`config.mk`:
```
export PLATFORM = sky130hd
export DESIGN_NAME = mmtmr_top
export DESIGN_NICKNAME = d
export VERILOG_FILES = /design/src/verilog/mmtmr_pkg.sv /design/src/verilog/mmtmr_edge.sv /design/src/verilog/mmtmr_presc.sv /design/src/verilog/mmtmr_top.sv
export SDC_FILE = /design/constraint.sdc
export NUM_CORES = 1
export LEC_CHECK = 0
export ABC_AREA = 1
export BUFFER_PORTS_ARGS = -buffer_cell sky130_fd_sc_hd__clkbuf_2
export CORE_ASPECT_RATIO = 0.75
export CORE_MARGIN = 2
export CORE_UTILIZATION = 50
export CTS_BUF_LIST = sky130_fd_sc_hd__clkbuf_2
export DETAILED_ROUTE_END_ITERATION = 12
export HOLD_SLACK_MARGIN = 0.02
export MAX_ROUTING_LAYER = met4
export PLACE_DENSITY = 0.8
export RECOVER_POWER = 100
export SYNTH_ARGS = -nofsm -noshare
export SYNTH_HDL_FRONTEND = slang
export SYNTH_SLANG_ARGS = --single-unit
```
`constraint.sdc`:
```
create_clock -name clk_in -period 2.53 [get_ports clk_in]
set_input_delay 0.253 -clock clk_in [delete_from_list [all_inputs] [get_ports clk_in]]
set_output_delay 0.253 -clock clk_in [all_outputs]
set_load 0.01 [all_outputs]
```
`src/verilog/mmtmr_pkg.sv`:
```
// Shared constants, register layout and types of the multimode 16-bit timer
package mmtmr_pkg;

  // ----------------------------------------------------------------------
  // Bus geometry
  // ----------------------------------------------------------------------
  localparam int unsigned DATA_W = 16; // Register data width
  localparam int unsigned ADDR_W = 3; // Register address width
  localparam int unsigned CTRL_W = 14; // Used bits of the control register
  localparam int unsigned PRESC_W = 7; // Prescaler counter width, divide up to 128

  // ----------------------------------------------------------------------
  // Register offsets (word addresses on the plain port)
  // ----------------------------------------------------------------------
  localparam logic [2:0] ADDR_CTRL = 3'h0; // Control: enable, mode, options
  localparam logic [2:0] ADDR_COUNT = 3'h1; // Count value, write sets start count
  localparam logic [2:0] ADDR_RELOAD = 3'h2; // Reload value
  localparam logic [2:0] ADDR_MATCH = 3'h3; // PWM match value
  localparam logic [2:0] ADDR_STATUS = 3'h4; // Read-only status

  // ----------------------------------------------------------------------
  // Status register field positions
  // ----------------------------------------------------------------------
  localparam int unsigned STAT_CAUSE_BIT = 0; // Capture cause flag
  localparam int unsigned STAT_OUT_BIT = 1; // Timer output level
  localparam int unsigned STAT_RUN_BIT = 2; // Dual-input mode counting
  localparam int unsigned STAT_FIRST_BIT = 3; // Input that started the count

  // ----------------------------------------------------------------------
  // Mode codes and option encodings
  // ----------------------------------------------------------------------
  localparam logic [3:0] MODE_CONT = 4'h1; // Continuous
  localparam logic [3:0] MODE_COUNTER = 4'h2; // Input transition counter
  localparam logic [3:0] MODE_PWM = 4'h3; // Single-output PWM
  localparam logic [3:0] MODE_DUAL = 4'hA; // Dual-input triggered one-shot
  localparam logic [1:0] OUT_RELOAD_PULSE = 2'h0; // Pulse at reload
  localparam logic [1:0] OUT_HOLD = 2'h1; // Active from start to reload
  localparam logic [1:0] OUT_SAME_PULSE = 2'h2; // Pulse on same-input trigger
  localparam logic [1:0] OUT_OPP_PULSE = 2'h3; // Pulse on opposite-input trigger
  localparam logic [1:0] IRQ_ALL = 2'h0; // Reloads and triggers
  localparam logic [1:0] IRQ_SAME = 2'h1; // Same-input triggers only
  localparam logic [1:0] IRQ_OPP = 2'h2; // Opposite-input triggers only
  localparam logic [1:0] IRQ_RELOAD = 2'h3; // Reloads only

  // ----------------------------------------------------------------------
  // Reset and restart values
  // ----------------------------------------------------------------------
  localparam logic [15:0] COUNT_RESTART = 16'h0001; // Count after every reload
  localparam logic [15:0] COUNT_RST = 16'h0001; // Count after reset
  localparam logic [15:0] RELOAD_RST = 16'hFFFF; // Reload after reset
  localparam logic [15:0] MATCH_RST = 16'h0000; // Match after reset
  localparam logic [6:0] PRESC_RST = 7'h00; // Prescaler counter after reset

  // ----------------------------------------------------------------------
  // Types
  // ----------------------------------------------------------------------
  // Control register layout, bit 0 is the enable
  typedef struct packed {
    logic alt_out_en; // Drive the output pin alternate function
    logic [2:0] prescale; // Divide by two to the power of this
    logic [1:0] irq_cause_select; // Interrupt cause choice
    logic [1:0] output_behaviour_select; // Dual-input output choice
    logic polarity_select; // Edge and output level choice
    logic [3:0] operating_mode_select; // Mode code
    logic count_enable_bit; // Run or stop
  } mmtmr_ctrl_t;

  // Phase of the dual-input one-shot
  typedef enum logic {
    MMTMR_IDLE,
    MMTMR_COUNTING
  } mmtmr_phase_t;

  // Whole state of the timer core
  typedef struct packed {
    mmtmr_ctrl_t ctrl; // Control register
    logic [15:0] count; // Current count
    logic [15:0] reload; // Reload value
    logic [15:0] match; // PWM match value
    mmtmr_phase_t phase; // Dual-input phase
    logic first_src; // Zero when input 0 started the count
    logic capture_cause_flag; // Last interrupt came from a trigger
    logic out; // Timer output level
    logic pulse; // A one-clock output pulse is showing
    logic pin; // Pin copy of the output
    logic irq; // Interrupt request pulse
    logic [15:0] rdata; // Read data
  } mmtmr_state_t;

endpackage

```
`src/verilog/mmtmr_edge.sv`:
```
// Edge detector for one timer input with selectable direction
`timescale 1ns/1ps

module mmtmr_edge (
  input wire logic clk_in,
  input wire logic resetn_in,
  input wire logic ce_in,
  input wire logic sig_in,
  input wire logic falling_in,
  output logic edge_out
);

  // ----------------------------------------------------------------------
  // State
  // ----------------------------------------------------------------------
  typedef struct packed {
    logic prev; // Input level one clock ago
  } mmtmr_edge_state_t;

  mmtmr_edge_state_t q; // Registered state
  mmtmr_edge_state_t d; // Next state

  // Next state and edge decode; the input is already synchronous
  always_comb begin
    d = q;
    d.prev = sig_in;
    if (falling_in) begin
      edge_out = q.prev & ~sig_in;
    end else begin
      edge_out = ~q.prev & sig_in;
    end
  end

  // Register, frozen while the clock enable is low
  always_ff @(posedge clk_in) begin
    if (!resetn_in) begin
      q <= '0;
    end else if (ce_in) begin
      q <= d;
    end
  end

endmodule

```
`src/verilog/mmtmr_presc.sv`:
```
// Power-of-two prescaler giving one tick per divided timer clock
`timescale 1ns/1ps

module mmtmr_presc (
  input wire logic clk_in,
  input wire logic resetn_in,
  input wire logic ce_in,
  input wire logic run_in,
  input wire logic [2:0] prescale_in,
  output logic tick_out
);

  // ----------------------------------------------------------------------
  // State
  // ----------------------------------------------------------------------
  typedef struct packed {
    logic [6:0] cnt; // Clocks since the last tick
  } mmtmr_presc_state_t;

  mmtmr_presc_state_t q; // Registered state
  mmtmr_presc_state_t d; // Next state
  logic [6:0] last; // Terminal count for the chosen division

  // Restarts whenever stopped so the first tick after a start is a full period
  always_comb begin
    d = q;
    last = 7'(({7'h00, 1'b1} << prescale_in) - 8'h01);
    tick_out = run_in && (q.cnt == last);
    if (!run_in || tick_out) begin
      d.cnt = mmtmr_pkg::PRESC_RST;
    end else begin
      d.cnt = q.cnt + 7'h01;
    end
  end

  // Register, frozen while the clock enable is low
  always_ff @(posedge clk_in) begin
    if (!resetn_in) begin
      q.cnt <= mmtmr_pkg::PRESC_RST;
    end else if (ce_in) begin
      q <= d;
    end
  end

endmodule

```
`src/verilog/mmtmr_top.sv`:
```
// Multimode 16-bit timer: continuous, counter, PWM and dual-input one-shot
//
// Design decisions made here: the register addresses and the plain strobed port.
`timescale 1ns/1ps

module mmtmr_top (
  input wire logic clk_in,
  input wire logic resetn_in,
  input wire logic ce_in,
  input wire logic [2:0] addr_in,
  input wire logic [15:0] wdata_in,
  input wire logic wr_in,
  input wire logic rd_in,
  input wire logic tin0_in,
  input wire logic tin1_in,
  output logic [15:0] rdata_out,
  output logic timer_out,
  output logic pin_out,
  output logic irq_out
);

  // ----------------------------------------------------------------------
  // State and helpers
  // ----------------------------------------------------------------------
  mmtmr_pkg::mmtmr_state_t q; // Registered state
  mmtmr_pkg::mmtmr_state_t d; // Next state
  logic edge0; // Trigger or count edge on input 0
  logic edge1; // Trigger edge on input 1
  logic presc_tick; // Divided timer clock
  logic presc_run; // Prescaler may run
  logic tick; // Count step for this clock
  logic hit; // Count step taken while the count equals the reload value
  logic same_trig; // Trigger from the input that started the count
  logic opp_trig; // Trigger from the other input
  logic trig_irq; // Trigger that the cause select lets through
  logic is_dual; // Dual-input mode selected
  logic ctrl_wr; // Write to the control register

  // ----------------------------------------------------------------------
  // Input edges
  // ----------------------------------------------------------------------
  // Input 0 edge direction follows the polarity select
  mmtmr_edge u_edge0 (
    .clk_in(clk_in),
    .resetn_in(resetn_in),
    .ce_in(ce_in),
    .sig_in(tin0_in),
    .falling_in(q.ctrl.polarity_select),
    .edge_out(edge0)
  );

  // Input 1 shares the same edge direction
  mmtmr_edge u_edge1 (
    .clk_in(clk_in),
    .resetn_in(resetn_in),
    .ce_in(ce_in),
    .sig_in(tin1_in),
    .falling_in(q.ctrl.polarity_select),
    .edge_out(edge1)
  );

  // ----------------------------------------------------------------------
  // Prescaler
  // ----------------------------------------------------------------------
  // Dual mode only runs it while counting, so each pass starts a full period
  assign is_dual = q.ctrl.operating_mode_select == mmtmr_pkg::MODE_DUAL;
  assign presc_run = q.ctrl.count_enable_bit &&
                     (q.ctrl.operating_mode_select != mmtmr_pkg::MODE_COUNTER) &&
                     (!is_dual || q.phase == mmtmr_pkg::MMTMR_COUNTING);

  mmtmr_presc u_presc (
    .clk_in(clk_in),
    .resetn_in(resetn_in),
    .ce_in(ce_in),
    .run_in(presc_run),
    .prescale_in(q.ctrl.prescale),
    .tick_out(presc_tick)
  );

  // Counter mode steps on input edges; the bypass counts every selected edge,
  // even at one in two clocks, so no synchronous source loses counts
  assign tick = (q.ctrl.operating_mode_select == mmtmr_pkg::MODE_COUNTER) ?
                edge0 : presc_tick;
  assign hit = tick && (q.count == q.reload);
  assign ctrl_wr = wr_in && (addr_in == mmtmr_pkg::ADDR_CTRL);

  // ----------------------------------------------------------------------
  // Next-state logic
  // ----------------------------------------------------------------------
  // Mode behaviour first, then software writes, which win over the count
  always_comb begin
    d = q;
    d.irq = 1'b0;
    d.pulse = 1'b0;
    d.rdata = '0;
    same_trig = q.first_src ? edge1 : edge0;
    opp_trig = q.first_src ? edge0 : edge1;
    trig_irq = ((q.ctrl.irq_cause_select == mmtmr_pkg::IRQ_ALL) && (edge0 || edge1)) ||
               ((q.ctrl.irq_cause_select == mmtmr_pkg::IRQ_SAME) && same_trig) ||
               ((q.ctrl.irq_cause_select == mmtmr_pkg::IRQ_OPP) && opp_trig);
    // Nothing moves while stopped
    if (q.ctrl.count_enable_bit) begin
      unique case (q.ctrl.operating_mode_select)
        // Free-running modes share the reload and toggle behaviour
        mmtmr_pkg::MODE_CONT, mmtmr_pkg::MODE_COUNTER: begin
          if (hit) begin
            d.count = mmtmr_pkg::COUNT_RESTART;
            d.out = ~q.out;
            d.irq = 1'b1;
            d.capture_cause_flag = 1'b0;
          end else if (tick) begin
            d.count = q.count + 16'h0001;
          end
        end
        // PWM: idle level is the polarity, the match flips to its inverse
        mmtmr_pkg::MODE_PWM: begin
          if (hit) begin
            d.count = mmtmr_pkg::COUNT_RESTART;
            d.out = q.ctrl.polarity_select;
            d.irq = 1'b1;
            d.capture_cause_flag = 1'b0;
          end else if (tick) begin
            if (q.count == q.match) begin
              d.out = ~q.ctrl.polarity_select;
            end
            d.count = q.count + 16'h0001;
          end
        end
        // Dual-input one-shot
        mmtmr_pkg::MODE_DUAL: begin
          // A one-clock pulse returns to the idle level
          if (q.pulse) begin
            d.out = q.ctrl.polarity_select;
          end
          unique case (q.phase)
            // Input 0 wins when both arrive in the same clock
            mmtmr_pkg::MMTMR_IDLE: begin
              if (edge0 || edge1) begin
                d.phase = mmtmr_pkg::MMTMR_COUNTING;
                d.first_src = ~edge0;
                if (q.ctrl.output_behaviour_select == mmtmr_pkg::OUT_HOLD) begin
                  d.out = ~q.ctrl.polarity_select;
                end
              end
            end
            // Count, watch for reload and for further triggers
            mmtmr_pkg::MMTMR_COUNTING: begin
              if (hit) begin
                d.count = mmtmr_pkg::COUNT_RESTART;
                d.phase = mmtmr_pkg::MMTMR_IDLE;
                if (q.ctrl.output_behaviour_select == mmtmr_pkg::OUT_RELOAD_PULSE) begin
                  d.out = ~q.ctrl.polarity_select;
                  d.pulse = 1'b1;
                end else if (q.ctrl.output_behaviour_select == mmtmr_pkg::OUT_HOLD) begin
                  d.out = q.ctrl.polarity_select;
                end
                if (q.ctrl.irq_cause_select == mmtmr_pkg::IRQ_ALL ||
                    q.ctrl.irq_cause_select == mmtmr_pkg::IRQ_RELOAD) begin
                  d.irq = 1'b1;
                  d.capture_cause_flag = 1'b0;
                end
              end else if (tick) begin
                d.count = q.count + 16'h0001;
              end
              if (((q.ctrl.output_behaviour_select == mmtmr_pkg::OUT_SAME_PULSE) &&
                   same_trig) ||
                  ((q.ctrl.output_behaviour_select == mmtmr_pkg::OUT_OPP_PULSE) &&
                   opp_trig)) begin
                d.out = ~q.ctrl.polarity_select;
                d.pulse = 1'b1;
              end
              // Placed after the reload so a trigger in the same clock wins
              if (trig_irq) begin
                d.irq = 1'b1;
                d.capture_cause_flag = 1'b1;
              end
            end
          endcase
        end
        // Unused mode codes leave everything as it is
        default: begin
        end
      endcase
    end
    // Register writes
    if (wr_in) begin
      unique case (addr_in)
        // Starting the timer sets the initial output level and idles dual mode
        mmtmr_pkg::ADDR_CTRL: begin
          d.ctrl = mmtmr_pkg::mmtmr_ctrl_t'(wdata_in[13:0]);
          if (d.ctrl.count_enable_bit && !q.ctrl.count_enable_bit) begin
            d.out = d.ctrl.polarity_select;
            d.pulse = 1'b0;
            d.phase = mmtmr_pkg::MMTMR_IDLE;
          end
        end
        mmtmr_pkg::ADDR_COUNT: begin
          d.count = wdata_in;
        end
        mmtmr_pkg::ADDR_RELOAD: begin
          d.reload = wdata_in;
        end
        mmtmr_pkg::ADDR_MATCH: begin
          d.match = wdata_in;
        end
        default: begin
        end
      endcase
    end
    // Register reads, unmapped addresses return zero
    if (rd_in) begin
      unique case (addr_in)
        mmtmr_pkg::ADDR_CTRL: d.rdata = {2'b00, q.ctrl};
        mmtmr_pkg::ADDR_COUNT: d.rdata = q.count;
        mmtmr_pkg::ADDR_RELOAD: d.rdata = q.reload;
        mmtmr_pkg::ADDR_MATCH: d.rdata = q.match;
        mmtmr_pkg::ADDR_STATUS: begin
          d.rdata[mmtmr_pkg::STAT_CAUSE_BIT] = q.capture_cause_flag;
          d.rdata[mmtmr_pkg::STAT_OUT_BIT] = q.out;
          d.rdata[mmtmr_pkg::STAT_RUN_BIT] = q.phase == mmtmr_pkg::MMTMR_COUNTING;
          d.rdata[mmtmr_pkg::STAT_FIRST_BIT] = q.first_src;
        end
        default: d.rdata = '0;
      endcase
    end
    // Pin copy registered alongside so both outputs come from flops
    d.pin = d.ctrl.alt_out_en ? d.out : 1'b0;
  end

  // ----------------------------------------------------------------------
  // State register
  // ----------------------------------------------------------------------
  // Clock enable low freezes all state including the outputs
  always_ff @(posedge clk_in) begin
    if (!resetn_in) begin
      q <= '0;
      q.count <= mmtmr_pkg::COUNT_RST;
      q.reload <= mmtmr_pkg::RELOAD_RST;
      q.match <= mmtmr_pkg::MATCH_RST;
      q.phase <= mmtmr_pkg::MMTMR_IDLE;
    end else if (ce_in) begin
      q <= d;
    end
  end

  assign rdata_out = q.rdata;
  assign timer_out = q.out;
  assign pin_out = q.pin;
  assign irq_out = q.irq;

  // ----------------------------------------------------------------------
  // Assertions
  // ----------------------------------------------------------------------
  a_cont_reload: assert property (@(posedge clk_in) disable iff (!resetn_in)
    (ce_in && q.ctrl.count_enable_bit && !wr_in && hit &&
     q.ctrl.operating_mode_select == mmtmr_pkg::MODE_CONT)
    |=> (q.count == 16'h0001) && irq_out && (timer_out != $past(timer_out)))
    else $error("continuous reload did not restart, interrupt and toggle");

  a_disabled_hold: assert property (@(posedge clk_in) disable iff (!resetn_in)
    (ce_in && !q.ctrl.count_enable_bit && !wr_in)
    |=> (q.count == $past(q.count)) && !irq_out && (timer_out == $past(timer_out)))
    else $error("stopped timer changed count, output or interrupt");

  a_dual_start: assert property (@(posedge clk_in) disable iff (!resetn_in)
    (ce_in && q.ctrl.count_enable_bit && is_dual && !wr_in &&
     q.phase == mmtmr_pkg::MMTMR_IDLE && (edge0 || edge1))
    |=> (q.phase == mmtmr_pkg::MMTMR_COUNTING) && (q.first_src == !$past(edge0)))
    else $error("dual mode trigger did not start counting");

  a_dual_idle_hold: assert property (@(posedge clk_in) disable iff (!resetn_in)
    (ce_in && q.ctrl.count_enable_bit && is_dual && !wr_in && hit &&
     q.phase == mmtmr_pkg::MMTMR_COUNTING)
    |=> (q.phase == mmtmr_pkg::MMTMR_IDLE) && (q.count == 16'h0001))
    else $error("dual mode reload did not return to idle at 0001");

  a_reload_pulse: assert property (@(posedge clk_in) disable iff (!resetn_in)
    (ce_in && q.pulse && is_dual && q.ctrl.count_enable_bit && !wr_in &&
     q.ctrl.output_behaviour_select == mmtmr_pkg::OUT_RELOAD_PULSE)
    |-> (timer_out != q.ctrl.polarity_select) ##1 (timer_out == q.ctrl.polarity_select))
    else $error("reload pulse not exactly one clock");

  a_cause_set: assert property (@(posedge clk_in) disable iff (!resetn_in)
    (ce_in && q.ctrl.count_enable_bit && is_dual && !wr_in && trig_irq &&
     q.phase == mmtmr_pkg::MMTMR_COUNTING)
    |=> irq_out && q.capture_cause_flag)
    else $error("trigger interrupt did not set cause flag");

  a_counter_bypass: assert property (@(posedge clk_in) disable iff (!resetn_in)
    (ce_in && q.ctrl.count_enable_bit && !wr_in && !edge0 &&
     q.ctrl.operating_mode_select == mmtmr_pkg::MODE_COUNTER)
    |=> (q.count == $past(q.count)))
    else $error("counter mode stepped without an input 0 edge");

  a_counter_reload: assert property (@(posedge clk_in) disable iff (!resetn_in)
    (ce_in && q.ctrl.count_enable_bit && !wr_in && hit &&
     q.ctrl.operating_mode_select == mmtmr_pkg::MODE_COUNTER)
    |=> (q.count == mmtmr_pkg::COUNT_RESTART) && irq_out && (timer_out != $past(timer_out)))
    else $error("counter reload did not restart, interrupt and toggle");

  a_pwm_match: assert property (@(posedge clk_in) disable iff (!resetn_in)
    (ce_in && q.ctrl.count_enable_bit && !wr_in && tick && !hit &&
     q.ctrl.operating_mode_select == mmtmr_pkg::MODE_PWM && q.count == q.match)
    |=> (timer_out == !q.ctrl.polarity_select))
    else $error("PWM output wrong after match");

  a_pin_gate: assert property (@(posedge clk_in) disable iff (!resetn_in)
    ##1 (pin_out == (q.ctrl.alt_out_en & timer_out)))
    else $error("pin output does not follow timer output gating");

  a_pwm_reload: assert property (@(posedge clk_in) disable iff (!resetn_in)
    (ce_in && q.ctrl.count_enable_bit && !wr_in && hit &&
     q.ctrl.operating_mode_select == mmtmr_pkg::MODE_PWM)
    |=> (q.count == mmtmr_pkg::COUNT_RESTART) && irq_out &&
        (timer_out == q.ctrl.polarity_select))
    else $error("PWM reload did not restart, interrupt and restore level");

  a_trig_pulse: assert property (@(posedge clk_in) disable iff (!resetn_in)
    (ce_in && q.ctrl.count_enable_bit && is_dual && !wr_in &&
     q.phase == mmtmr_pkg::MMTMR_COUNTING &&
     ((q.ctrl.output_behaviour_select == mmtmr_pkg::OUT_SAME_PULSE && same_trig) ||
      (q.ctrl.output_behaviour_select == mmtmr_pkg::OUT_OPP_PULSE && opp_trig)))
    |=> (timer_out != q.ctrl.polarity_select) ##1 (timer_out == q.ctrl.polarity_select))
    else $error("trigger output pulse not exactly one clock");

  a_idle_quiet: assert property (@(posedge clk_in) disable iff (!resetn_in)
    (ce_in && is_dual && q.phase == mmtmr_pkg::MMTMR_IDLE) |=> !irq_out)
    else $error("dual mode interrupt raised while idle");

endmodule

```
==> flow_results.org, run 1 <==
** Outcome
- Outcome :: complete, but fails checks
- The checks that failed: negative setup slack.

** Timing
- For the final routed database, the setup TNS stands at -0.000236 ns.
- Maximum operating frequency :: 395 MHz
- Final setup margin :: -0.000236 ns
- Post-Route Skew :: 0.0380 ns
- Final hold viol count :: 0
- The routed design could run at a clock period as short as between 2 and 3 ns.
- Setup repair after global routing missed its margin :: true
- Period utilisation layout :: 1.00
- Number of setup violations in the final report :: 1
- The max-slew violation total from the final report was 0.
- Slew at the pin closest to its max-slew limit :: 0.858 ns
- Slew headroom :: 0.428

** Yosys
- In this run, distinct cell masters in the synthesized netlist total 41.
- sky130_fd_sc_hd__nand2_1 is the most common cell in the netlist.
- Of the post-synthesis cell area, the dominant cell type holds 0.313.
- In this run, synthesis inferred 0 flip-flops with an integrated enable.
- Yosys printed 0 warnings.
- Leading post-synthesis cells by instance count :: 211 x sky130_fd_sc_hd__nand2_1, 104 x sky130_fd_sc_hd__inv_1, 94 x sky130_fd_sc_hd__a21oi_1, 94 x sky130_fd_sc_hd__dfxtp_1, 84 x sky130_fd_sc_hd__o21ai_0
- After synthesis, the mean cell area works out to approximately 6.5 um2.
- Synthesized instance count :: 930
- Post-synthesis async set-or-reset flop share :: 0
- The number of nets handed over by synthesis was between 900 and 1,000.
- The biggest area contributor in the post-synthesis netlist is sky130_fd_sc_hd__dfxtp_1.
- In the post-synthesis netlist, the biggest area contributors are sky130_fd_sc_hd__dfxtp_1 31%, sky130_fd_sc_hd__nand2_1 13%, sky130_fd_sc_hd__a21oi_1 7.8%.
- For this run, the register share of the synthesized area comes to 0.313.
- Number of register bits inferred by synthesis :: between 90 and 100
- In this run the cell area of the synthesized design comes to 0.00602 mm2.
- In the synthesized netlist the dominant register cell turns out to be sky130_fd_sc_hd__dfxtp_1.

** Floorplan
- Die width :: 131 um
- Row generation in the floorplan step produced 34 rows.
- Number of ports placed on the die boundary :: 45
- Die Outline Area :: between 0.01 and 0.015 mm2
- The core region is 0.0117 mm2.
- Measured along the y axis, the die boundary spans 99.0 um.
- Effective utilization at floorplan :: 0.517

** Clocking
- Register clock-pin slew on the reported worst setup and hold paths :: around 0.28 ns
- In this run the deepest clock path goes through 2 buffers.
- TritonCTS built the clock tree.
- Clock latency on the worst-skew pair, taken at its later pin, is 0.62 ns.
- H-tree Lvls :: 3
- In this run the clock root is driven by a sky130_fd_sc_hd__clkbuf_2.
- Number of buffers added by the clock tree synthesis step :: 9
- Sinks on Clock Net :: 94

** Critical path
- The startpoint identified for the worst register-to-register timing path is q[81].
- Data on the critical path is required at its endpoint by between 3 and 4 ns.
- Along the worst path, the maximum fanout reaches 7.
- Data on the critical path arrives at its endpoint at 3.07 ns.
- The worst setup path is launched from a register.
- The worst setup path is captured at a register.
- In this run the worst setup path begins at q[81].
- The setup path with the least slack is of type register to register.

** Routing
- Via total after detailed routing :: 6,758
- In this run the remaining antenna-violating nets after routing total 0.
- After the first detailed-routing iteration, the DRC count stood at 871.
- Count of TritonRoute iterations in the first routing pass :: 7
- In the routed design, unresolved DRC markers number 0.
- After detailed routing, the number of vias per cell comes to between 5 and 6.
- In the final routed layout, each cell accounts on average for 17.4 um.
- Total Wirelength :: between 20,000 and 25,000 um

** Placement
- Half-perimeter wire length after detailed placement :: 14,700 um
- RePlAce Congestion :: 1.07
- During placement, the flow inserted port buffers numbering 44.
- After detailed placement, the design holds a cell count of 1,118.

** Final layout
- Final core utilization :: 0.606
- Fill cells in the final layout number 1,109.
- Antenna diode instance count :: 0
- Layout overhead on the synthesized area :: 17.3%
- For this run, the post-layout net count is about 1,000.
- For this run, the number of standard cells in the final layout without fillers is 1,170.
- Share of final-layout standard cells stronger than drive strength 1 :: 0.166

** GRT
- Antenna violations before repair :: 0
- Overall Global Routing Usage :: 0.327
- Wire length of the first global-routing pass :: 31,500 um
- Pin count of the biggest net entering global routing :: 57
- Summed over all layers, the global routing overflow is 0.
- The number of global-route vias before repair came to 5,965.

** Min path
- The startpoint identified for the worst hold timing path is ce_in.
- The tightest min-delay check is of the input port to register type.

** Job
- The tool flagged a number of max-cap violations equal to 0.

** Power and ir drop
- Summed over all cells, the static leakage comes to 2.92 nW.
- The design draws about 0.0031 W.
- Power Density :: 435 mW/mm2
- VDD sags by at most 251 uV.
worst max-delay path, cell delays in order (launching register included):
cell and delay (ns):
sky130_fd_sc_hd__dfxtp_4 0.43, sky130_fd_sc_hd__nor2_4 0.12, sky130_fd_sc_hd__nand2_2 0.08, sky130_fd_sc_hd__ha_4 0.23, sky130_fd_sc_hd__inv_2 0.05, sky130_fd_sc_hd__nand2_1 0.04
sky130_fd_sc_hd__nand2_1 0.06, sky130_fd_sc_hd__nand3_1 0.06, sky130_fd_sc_hd__nor2_1 0.10, sky130_fd_sc_hd__nand2_1 0.09, sky130_fd_sc_hd__nor2_4 0.14, sky130_fd_sc_hd__nand3_4 0.12
sky130_fd_sc_hd__nand2_8 0.13, sky130_fd_sc_hd__nand2_8 0.09, sky130_fd_sc_hd__buf_4 0.16, sky130_fd_sc_hd__buf_4 0.12, sky130_fd_sc_hd__o21ai_1 0.12, sky130_fd_sc_hd__nand2_1 0.10
sky130_fd_sc_hd__o21ai_1 0.15, sky130_fd_sc_hd__nor2_1 0.06
sequential cells by signal (all words and copies together) (netlist names):
name       cells
rdata_out     16
u_edge1.q      1
q             66
u_presc.q      7
irq_out        1
pin_out        1
u_edge0.q      1
timer_out      1
power breakdown:
| part | internal, W | switching, W |
|---|---|---|
| clock | 0.000439 | 0.000575 |
| combinational | 0.000185 | 0.000320 |
| sequential | 0.00152 | 0.0000318 |
| total | 0.00214 | 0.000927 |
final cells by class:
| type | count | area, um2 | share of cell area |
|---|---|---|---|
| repair buffers | 126 | 881 | 0.125 |
| clock inverters | 7 | 126 | 0.0179 |
| well taps | 162 | 203 | 0.0287 |
| inverters | 111 | 419 | 0.0593 |
| clock buffers | 9 | 45.0 | 0.00638 |
| flip-flops and latches | 94 | 1890 | 0.268 |
| multi-input cells | 661 | 3500 | 0.495 |
logic make-up after synthesis:
kind of cell               count (synthesis)  synth area share
buffers and inverters                    176             0.124
xor gates and xnor gates                  36            0.0524
AOI/OAI and AO/OA                        244             0.225
adders and majority gates                  6            0.0125
DFF                                       94             0.313
and+or+nand+nor                          374             0.273
placed cells by master (no fill, tap or decap), types with 3 or more instances in the layout:
cell and n:
sky130_fd_sc_hd__dlygate4sd3_1 19, sky130_fd_sc_hd__bufinv_16 3, sky130_fd_sc_hd__clkbuf_2 51, sky130_fd_sc_hd__clkbuf_1 6
sky130_fd_sc_hd__a21oi_2 6, sky130_fd_sc_hd__nor3_1 13, sky130_fd_sc_hd__a22oi_1 5, sky130_fd_sc_hd__ha_1 5
sky130_fd_sc_hd__nand3_1 44, sky130_fd_sc_hd__o21ai_1 9, sky130_fd_sc_hd__o22ai_1 16, sky130_fd_sc_hd__xor2_1 21
sky130_fd_sc_hd__a21oi_1 90, sky130_fd_sc_hd__xnor2_1 15, sky130_fd_sc_hd__buf_4 56, sky130_fd_sc_hd__nand2_2 9
sky130_fd_sc_hd__inv_2 7, sky130_fd_sc_hd__o21ai_0 81, sky130_fd_sc_hd__nand3_2 6, sky130_fd_sc_hd__nor2_1 60
sky130_fd_sc_hd__o221ai_1 4, sky130_fd_sc_hd__o211ai_1 22, sky130_fd_sc_hd__nand2_1 205, sky130_fd_sc_hd__a31oi_1 3
sky130_fd_sc_hd__o311ai_0 3, sky130_fd_sc_hd__nand4_1 19, sky130_fd_sc_hd__inv_1 101, sky130_fd_sc_hd__nor2_4 4
sky130_fd_sc_hd__dfxtp_1 91
what timing repair did:
item,4_1_cts,5_1_grt
hold endpoints to repair,49,0
hold buffers,19,0
setup buffers,0,16
endpoints found under the setup margin,0,21
gates resized for setup,0,42
stage by stage:
| step | worst slack [ns] | area, um2 | hold WS (ns) |
|---|---|---|---|
| after detailed placement | 0.0649 | 6460 | 0.459 |
| after global routing | -0.109 | 7060 | 0.0714 |
| final | -0.000236 | 7060 | 0.104 |
| after CTS | 0.00159 | 6830 | 0.0732 |
| after global placement | 0.120 | 6460 | 0.455 |
| after floorplan | 0.226 | 6020 | 0.379 |
path summary, 6_finish.rpt:
kind                   endpoint  slack (ns)  depth (start not counted)
hold / removal            q[66]        0.10                          3
setup reg to reg          q[20]     -0.0002                         19
hold reg to reg   rdata_out[12]        0.49                          2
setup / recovery          q[20]     -0.0002                         19
metal layers:
metal | vias to the layer above | global-route usage | wire [um]
li1 | 3225 | - | -
met1 | 3054 | 0.460 | 8720
met2 | 407 | 0.460 | 8570
met3 | 72 | 0.0727 | 2360
met4 | 0 | 0.112 | 700
met5 | - | - | 0
Note: power is estimated with default switching activity, not from simulation.
==> run 2, diff against run 1 <==
--- a/config.mk
+++ b/config.mk
@@ -5,7 +5,6 @@
 export SDC_FILE = /design/constraint.sdc
 export NUM_CORES = 1
 export LEC_CHECK = 0
-export ABC_AREA = 1
 export BUFFER_PORTS_ARGS = -buffer_cell sky130_fd_sc_hd__clkbuf_2
 export CORE_ASPECT_RATIO = 0.75
 export CORE_MARGIN = 2
==> run 2 against run 1 <==
The run still ends with negative setup slack left; area after synthesis is 3.6% lower; core utilization grew 1.7 points; clock skew down 0.013 ns; die area down 3.4%; cell area increased by 0.87%; setup slack worse by 0.18 ns; clock power decreased by 21%; hold slack got worse by 0.047 ns; via count shrank 8.5%; highest routed layer unchanged; global-route usage rose by 0.78 points.
==> flow_results.org, run 2 <==
** Outcome
- The run finished, with violations left.
- The checks that failed: negative setup slack.

** Critical path
- Slowest cell on the critical path :: sky130_fd_sc_hd__or4bb_1
- Kind of cell adding the most delay to the critical path :: compound AO/OA/AOI/OAI gates
- Worst path max stage delay :: 0.51 ns
- By instance count, the cell type seen most on the critical path is sky130_fd_sc_hd__buf_4.
- Startpoint types :: register
- Cell-by-cell trace of the critical path :: buf_4, or4bb_1, mux2i_1, o211ai_1, a311oi_4, buf_6, nor3_4, buf_4, buf_4, a221oi_2, o41ai_1
- Maximum net fanout on the critical path :: 10
- Worst path required time :: 3.09 ns
- The critical path contains buffers and inverters numbering 4 combined.
- The critical path in this run is classified as register to register.
- Endpoint type of the worst setup path :: register
- CP Data Arrival Time :: between 3 and 4 ns

** Clocking
- The clock tree synthesis step divided the H-tree into 3 levels.
- After clock tree synthesis, the clock-pin slew on the worst setup and hold paths is 0.31 ns.
- TritonCTS created 9 clock buffers.
- The clock reaches the later pin of the worst-skew pair after 0.63 ns.
- TritonCTS built the clock tree.
- Clock Root Buffer :: sky130_fd_sc_hd__clkbuf_2
- Largest buffer count on any clock path :: 2
- Sinks on Clock Net :: 94

** Final layout
- The number of antenna diodes in the final layout is 0.
- Layout overhead on the synthesized area :: 22.7%
- Register containing the most flip-flops in the final layout :: q
- The multi-input combinational cells in the finished layout cover a total of 0.00378 mm2.
- Area used by sequential logic in the layout :: between 0.0015 and 0.002 mm2
- Commonest non-fill, non-tap cell in the layout :: sky130_fd_sc_hd__nand2_1
- With fillers left out, the area of the finished cells amounts to between 0.007 and 0.008 mm2.
- Top library cells by usage in the layout, fill and taps aside :: 142 x sky130_fd_sc_hd__nand2_1, 91 x sky130_fd_sc_hd__dfxtp_1, 78 x sky130_fd_sc_hd__buf_4
- For this run, the post-layout net count is between 800 and 900.
- After filler insertion, the fill cell instance count of the layout stands at 993.
- Of the cells placed in the final design, the portion with a size suffix greater than 1 is 0.229.
- The register with the most flip-flops in the layout has 66 of them.

** Routing
- Total Wirelength :: 20,300 um
- Post-DRT Antenna Nets :: 0
- Vias per Instance :: between 6 and 7
- Detailed routing inserted a total of approximately 6,200 vias.
- Count of TritonRoute iterations in the first routing pass :: 5
- In this run, the number of DRC markers left after iteration 0 of detailed routing was 759.
- Final routed wire length divided by cell count :: 20.3 um
- In the routed design, unresolved DRC markers number 0.

** GRT
- The total overflow left after global routing is 0.
- Entering global routing, the biggest net connects 55 pins.
- The initial antenna violation count came to 0.
- Overall Global Routing Usage :: 0.334
- The number of global-route vias before repair came to 5,598.
- Wire length of the first global-routing pass :: 31,200 um

** Power and ir drop
- The analysis attributes to net switching a power of 0.000912 W.
- Power spread over the standard cell area amounts to 388 mW/mm2.
- Portion of total power attributed to combinational logic :: 0.155
- VDD sags by at most 259 uV.
- Internal Pwr Total :: 0.00185 W
- Final total power :: 0.00277 W
- Sequential fraction of design power :: 0.557
- Power share of the clock group :: 0.289
- LEAKAGE :: approximately 2.8 nW
- Net switching share of the total power :: 0.330

** Timing
- Final setup margin :: -0.184 ns
- Number of setup violations in the final report :: 21
- At the pin with the least slew margin, the transition time is 1.24 ns.
- On the final layout, the worst clock skew is around 0.025 ns.
- Setup repair after global routing missed its margin :: true
- Final hold viol count :: 0
- Timing would allow up to 368 MHz.
- The smallest clock period supported by the final layout is computed as roughly 2.7 ns.
- Period utilisation layout :: 1.07
- In this run the tightest slew margin relative to its limit is 0.172.
- Slew Limit Fails :: 0

** Yosys
- Of the post-synthesis cell area, the dominant cell type holds 0.324.
- The cell area that synthesis handed to floorplanning was 0.00581 mm2.
- In the synthesized netlist, the number of instances is 753.
- Total number of yosys warnings :: 0
- Number of register bits inferred by synthesis :: 94
- In the synthesized netlist the dominant register cell turns out to be sky130_fd_sc_hd__dfxtp_1.
- Mean Syn Cell Area :: approximately 7.7 um2
- Yosys attributes the largest share of cell area to sky130_fd_sc_hd__dfxtp_1 32%, sky130_fd_sc_hd__nand2_1 9.4%, sky130_fd_sc_hd__a21oi_1 5.9%.
- For this run, the register share of the synthesized area comes to 0.324.
- By count the netlist is led by 145 x sky130_fd_sc_hd__nand2_1, 94 x sky130_fd_sc_hd__dfxtp_1, 69 x sky130_fd_sc_hd__a21oi_1.
- Yosys mapped a number of flops with a built-in enable equal to 0.
- Net count of the mapped netlist :: around 790
- Post-synthesis async set-or-reset flop share :: 0
- sky130_fd_sc_hd__dfxtp_1 takes more of the synthesized area than any other cell.
- In this run, distinct cell masters in the synthesized netlist total 76.
- Cell with the most instances after synthesis :: sky130_fd_sc_hd__nand2_1

** Placement
- Detailed placement finished with a half-perimeter wire length of approximately 14,000 um.
- Routability-driven placement finished with a final weighted congestion of just under 1.
- Placed standard-cell area :: roughly 0.0065 mm2
- Pre-CTS setup slack :: -0.180 ns
- Input and output buffers added on the ports amount to 44.

** Floorplan
- Number of ports placed on the die boundary :: 45
- Die Outline Area :: 0.0125 mm2
- Effective utilization at floorplan :: 0.507
- Vert. Die Dim :: 97.3 um
- The initialized floorplan defines 34 standard-cell rows.
- In this run the horizontal extent of the chip is 128 um.
- Core box area :: roughly 0.011 mm2

** Min path
- The worst hold path belongs to the class input port to register.

** Job
- # Max-Cap Violations :: 0
run 2: cell count changes after synthesis, sizes merged, moves of 11 or more:
cell    previous run  this run
nand2b             0        15
o22ai             17         3
o211ai            22         7
mux4               0        14
a21oi             96        69
xor2              21        39
buf               25        37
nand2            217       146
inv              109         9
nor2b              0        11
o21ai             91        28
nand3             51        36
run 2: final cells by class:
class | instances | area share
Multi-Input combinational cell | 578 | 0.531
Sequential cell | 94 | 0.265
Timing Repair Buffer | 157 | 0.157
Tap cell | 144 | 0.0253
Clock inverter | 7 | 0.0105
Clock buffer | 9 | 0.00632
Inverter | 10 | 0.00527
run 2: cells by family after synthesis:
| kind of cell | Yosys count | share of synthesized area |
|---|---|---|
| multiplexers | 27 | 0.0774 |
| buffers and inverters | 82 | 0.0692 |
| AO/OA/AOI/OAI | 156 | 0.173 |
| adder cells (fa/ha/maj) | 6 | 0.0129 |
| XOR/XNOR | 44 | 0.0664 |
| AND/OR/NAND/NOR | 344 | 0.277 |
| flip-flops | 94 | 0.324 |
run 2: routing by layer:
metal  up-vias  track usage  part of all wire
li1       2815            -                 -
met1      2886        0.469              0.41
met2       425        0.479              0.44
met3        58       0.0782              0.12
met4         0        0.104             0.029
met5         -            -                 0
run 2: per-stage QoR:
step / instances / util / hold slack (ns) / TNS, ns
final: 999 / 0.623 / 0.0571 / -2.34
after global placement: 950 / 0.567 / 0.454 / -0.867
after CTS: 990 / 0.607 / 0.0472 / -0.516
after detailed placement: 950 / 0.567 / 0.460 / -1.48
after floorplan: 753 / - / 0.377 / -0.298
after global routing: 999 / 0.623 / 0.0459 / -3.87
run 2: tightest hold or removal path: stages:
cell and delay (ns):
sky130_fd_sc_hd__clkbuf_2 0.09, sky130_fd_sc_hd__nand2_1 0.12, sky130_fd_sc_hd__a21oi_1 0.05, sky130_fd_sc_hd__a21oi_1 0.11
sky130_fd_sc_hd__nor2_1 0.04
run 2: power by group through the flow:
stage	Sequential, W	Combinational [W]	Clock, W
after floorplan	0.00155	0.000239	0
after detailed placement	0.00156	0.000374	0
after CTS	0.00154	0.000408	0.000798
after global routing	0.00154	0.000453	0.000871
after global placement	0.00156	0.000371	0
final	0.00154	0.000428	0.000798
run 2: final timing paths:
kind	slack, ns	cells past startpoint	to	start
max reg2reg	-0.18	11	q[59]	q[83]
max	-0.18	11	q[59]	q[83]
min	0.06	5	rdata_out[2]	rd_in
min reg2reg	0.49	2	rdata_out[7]	rdata_out[7]
run 2: timing repair:
item / 4_1_cts / 5_1_grt
pin swaps: 17 / 13
hold buffers: 19 / 0
gates cloned: 1 / 0
setup buffers: 4 / 9
resized for setup: 24 / 32
setup endpoints to repair: 22 / 22
endpoints found under the hold margin: 59 / 0
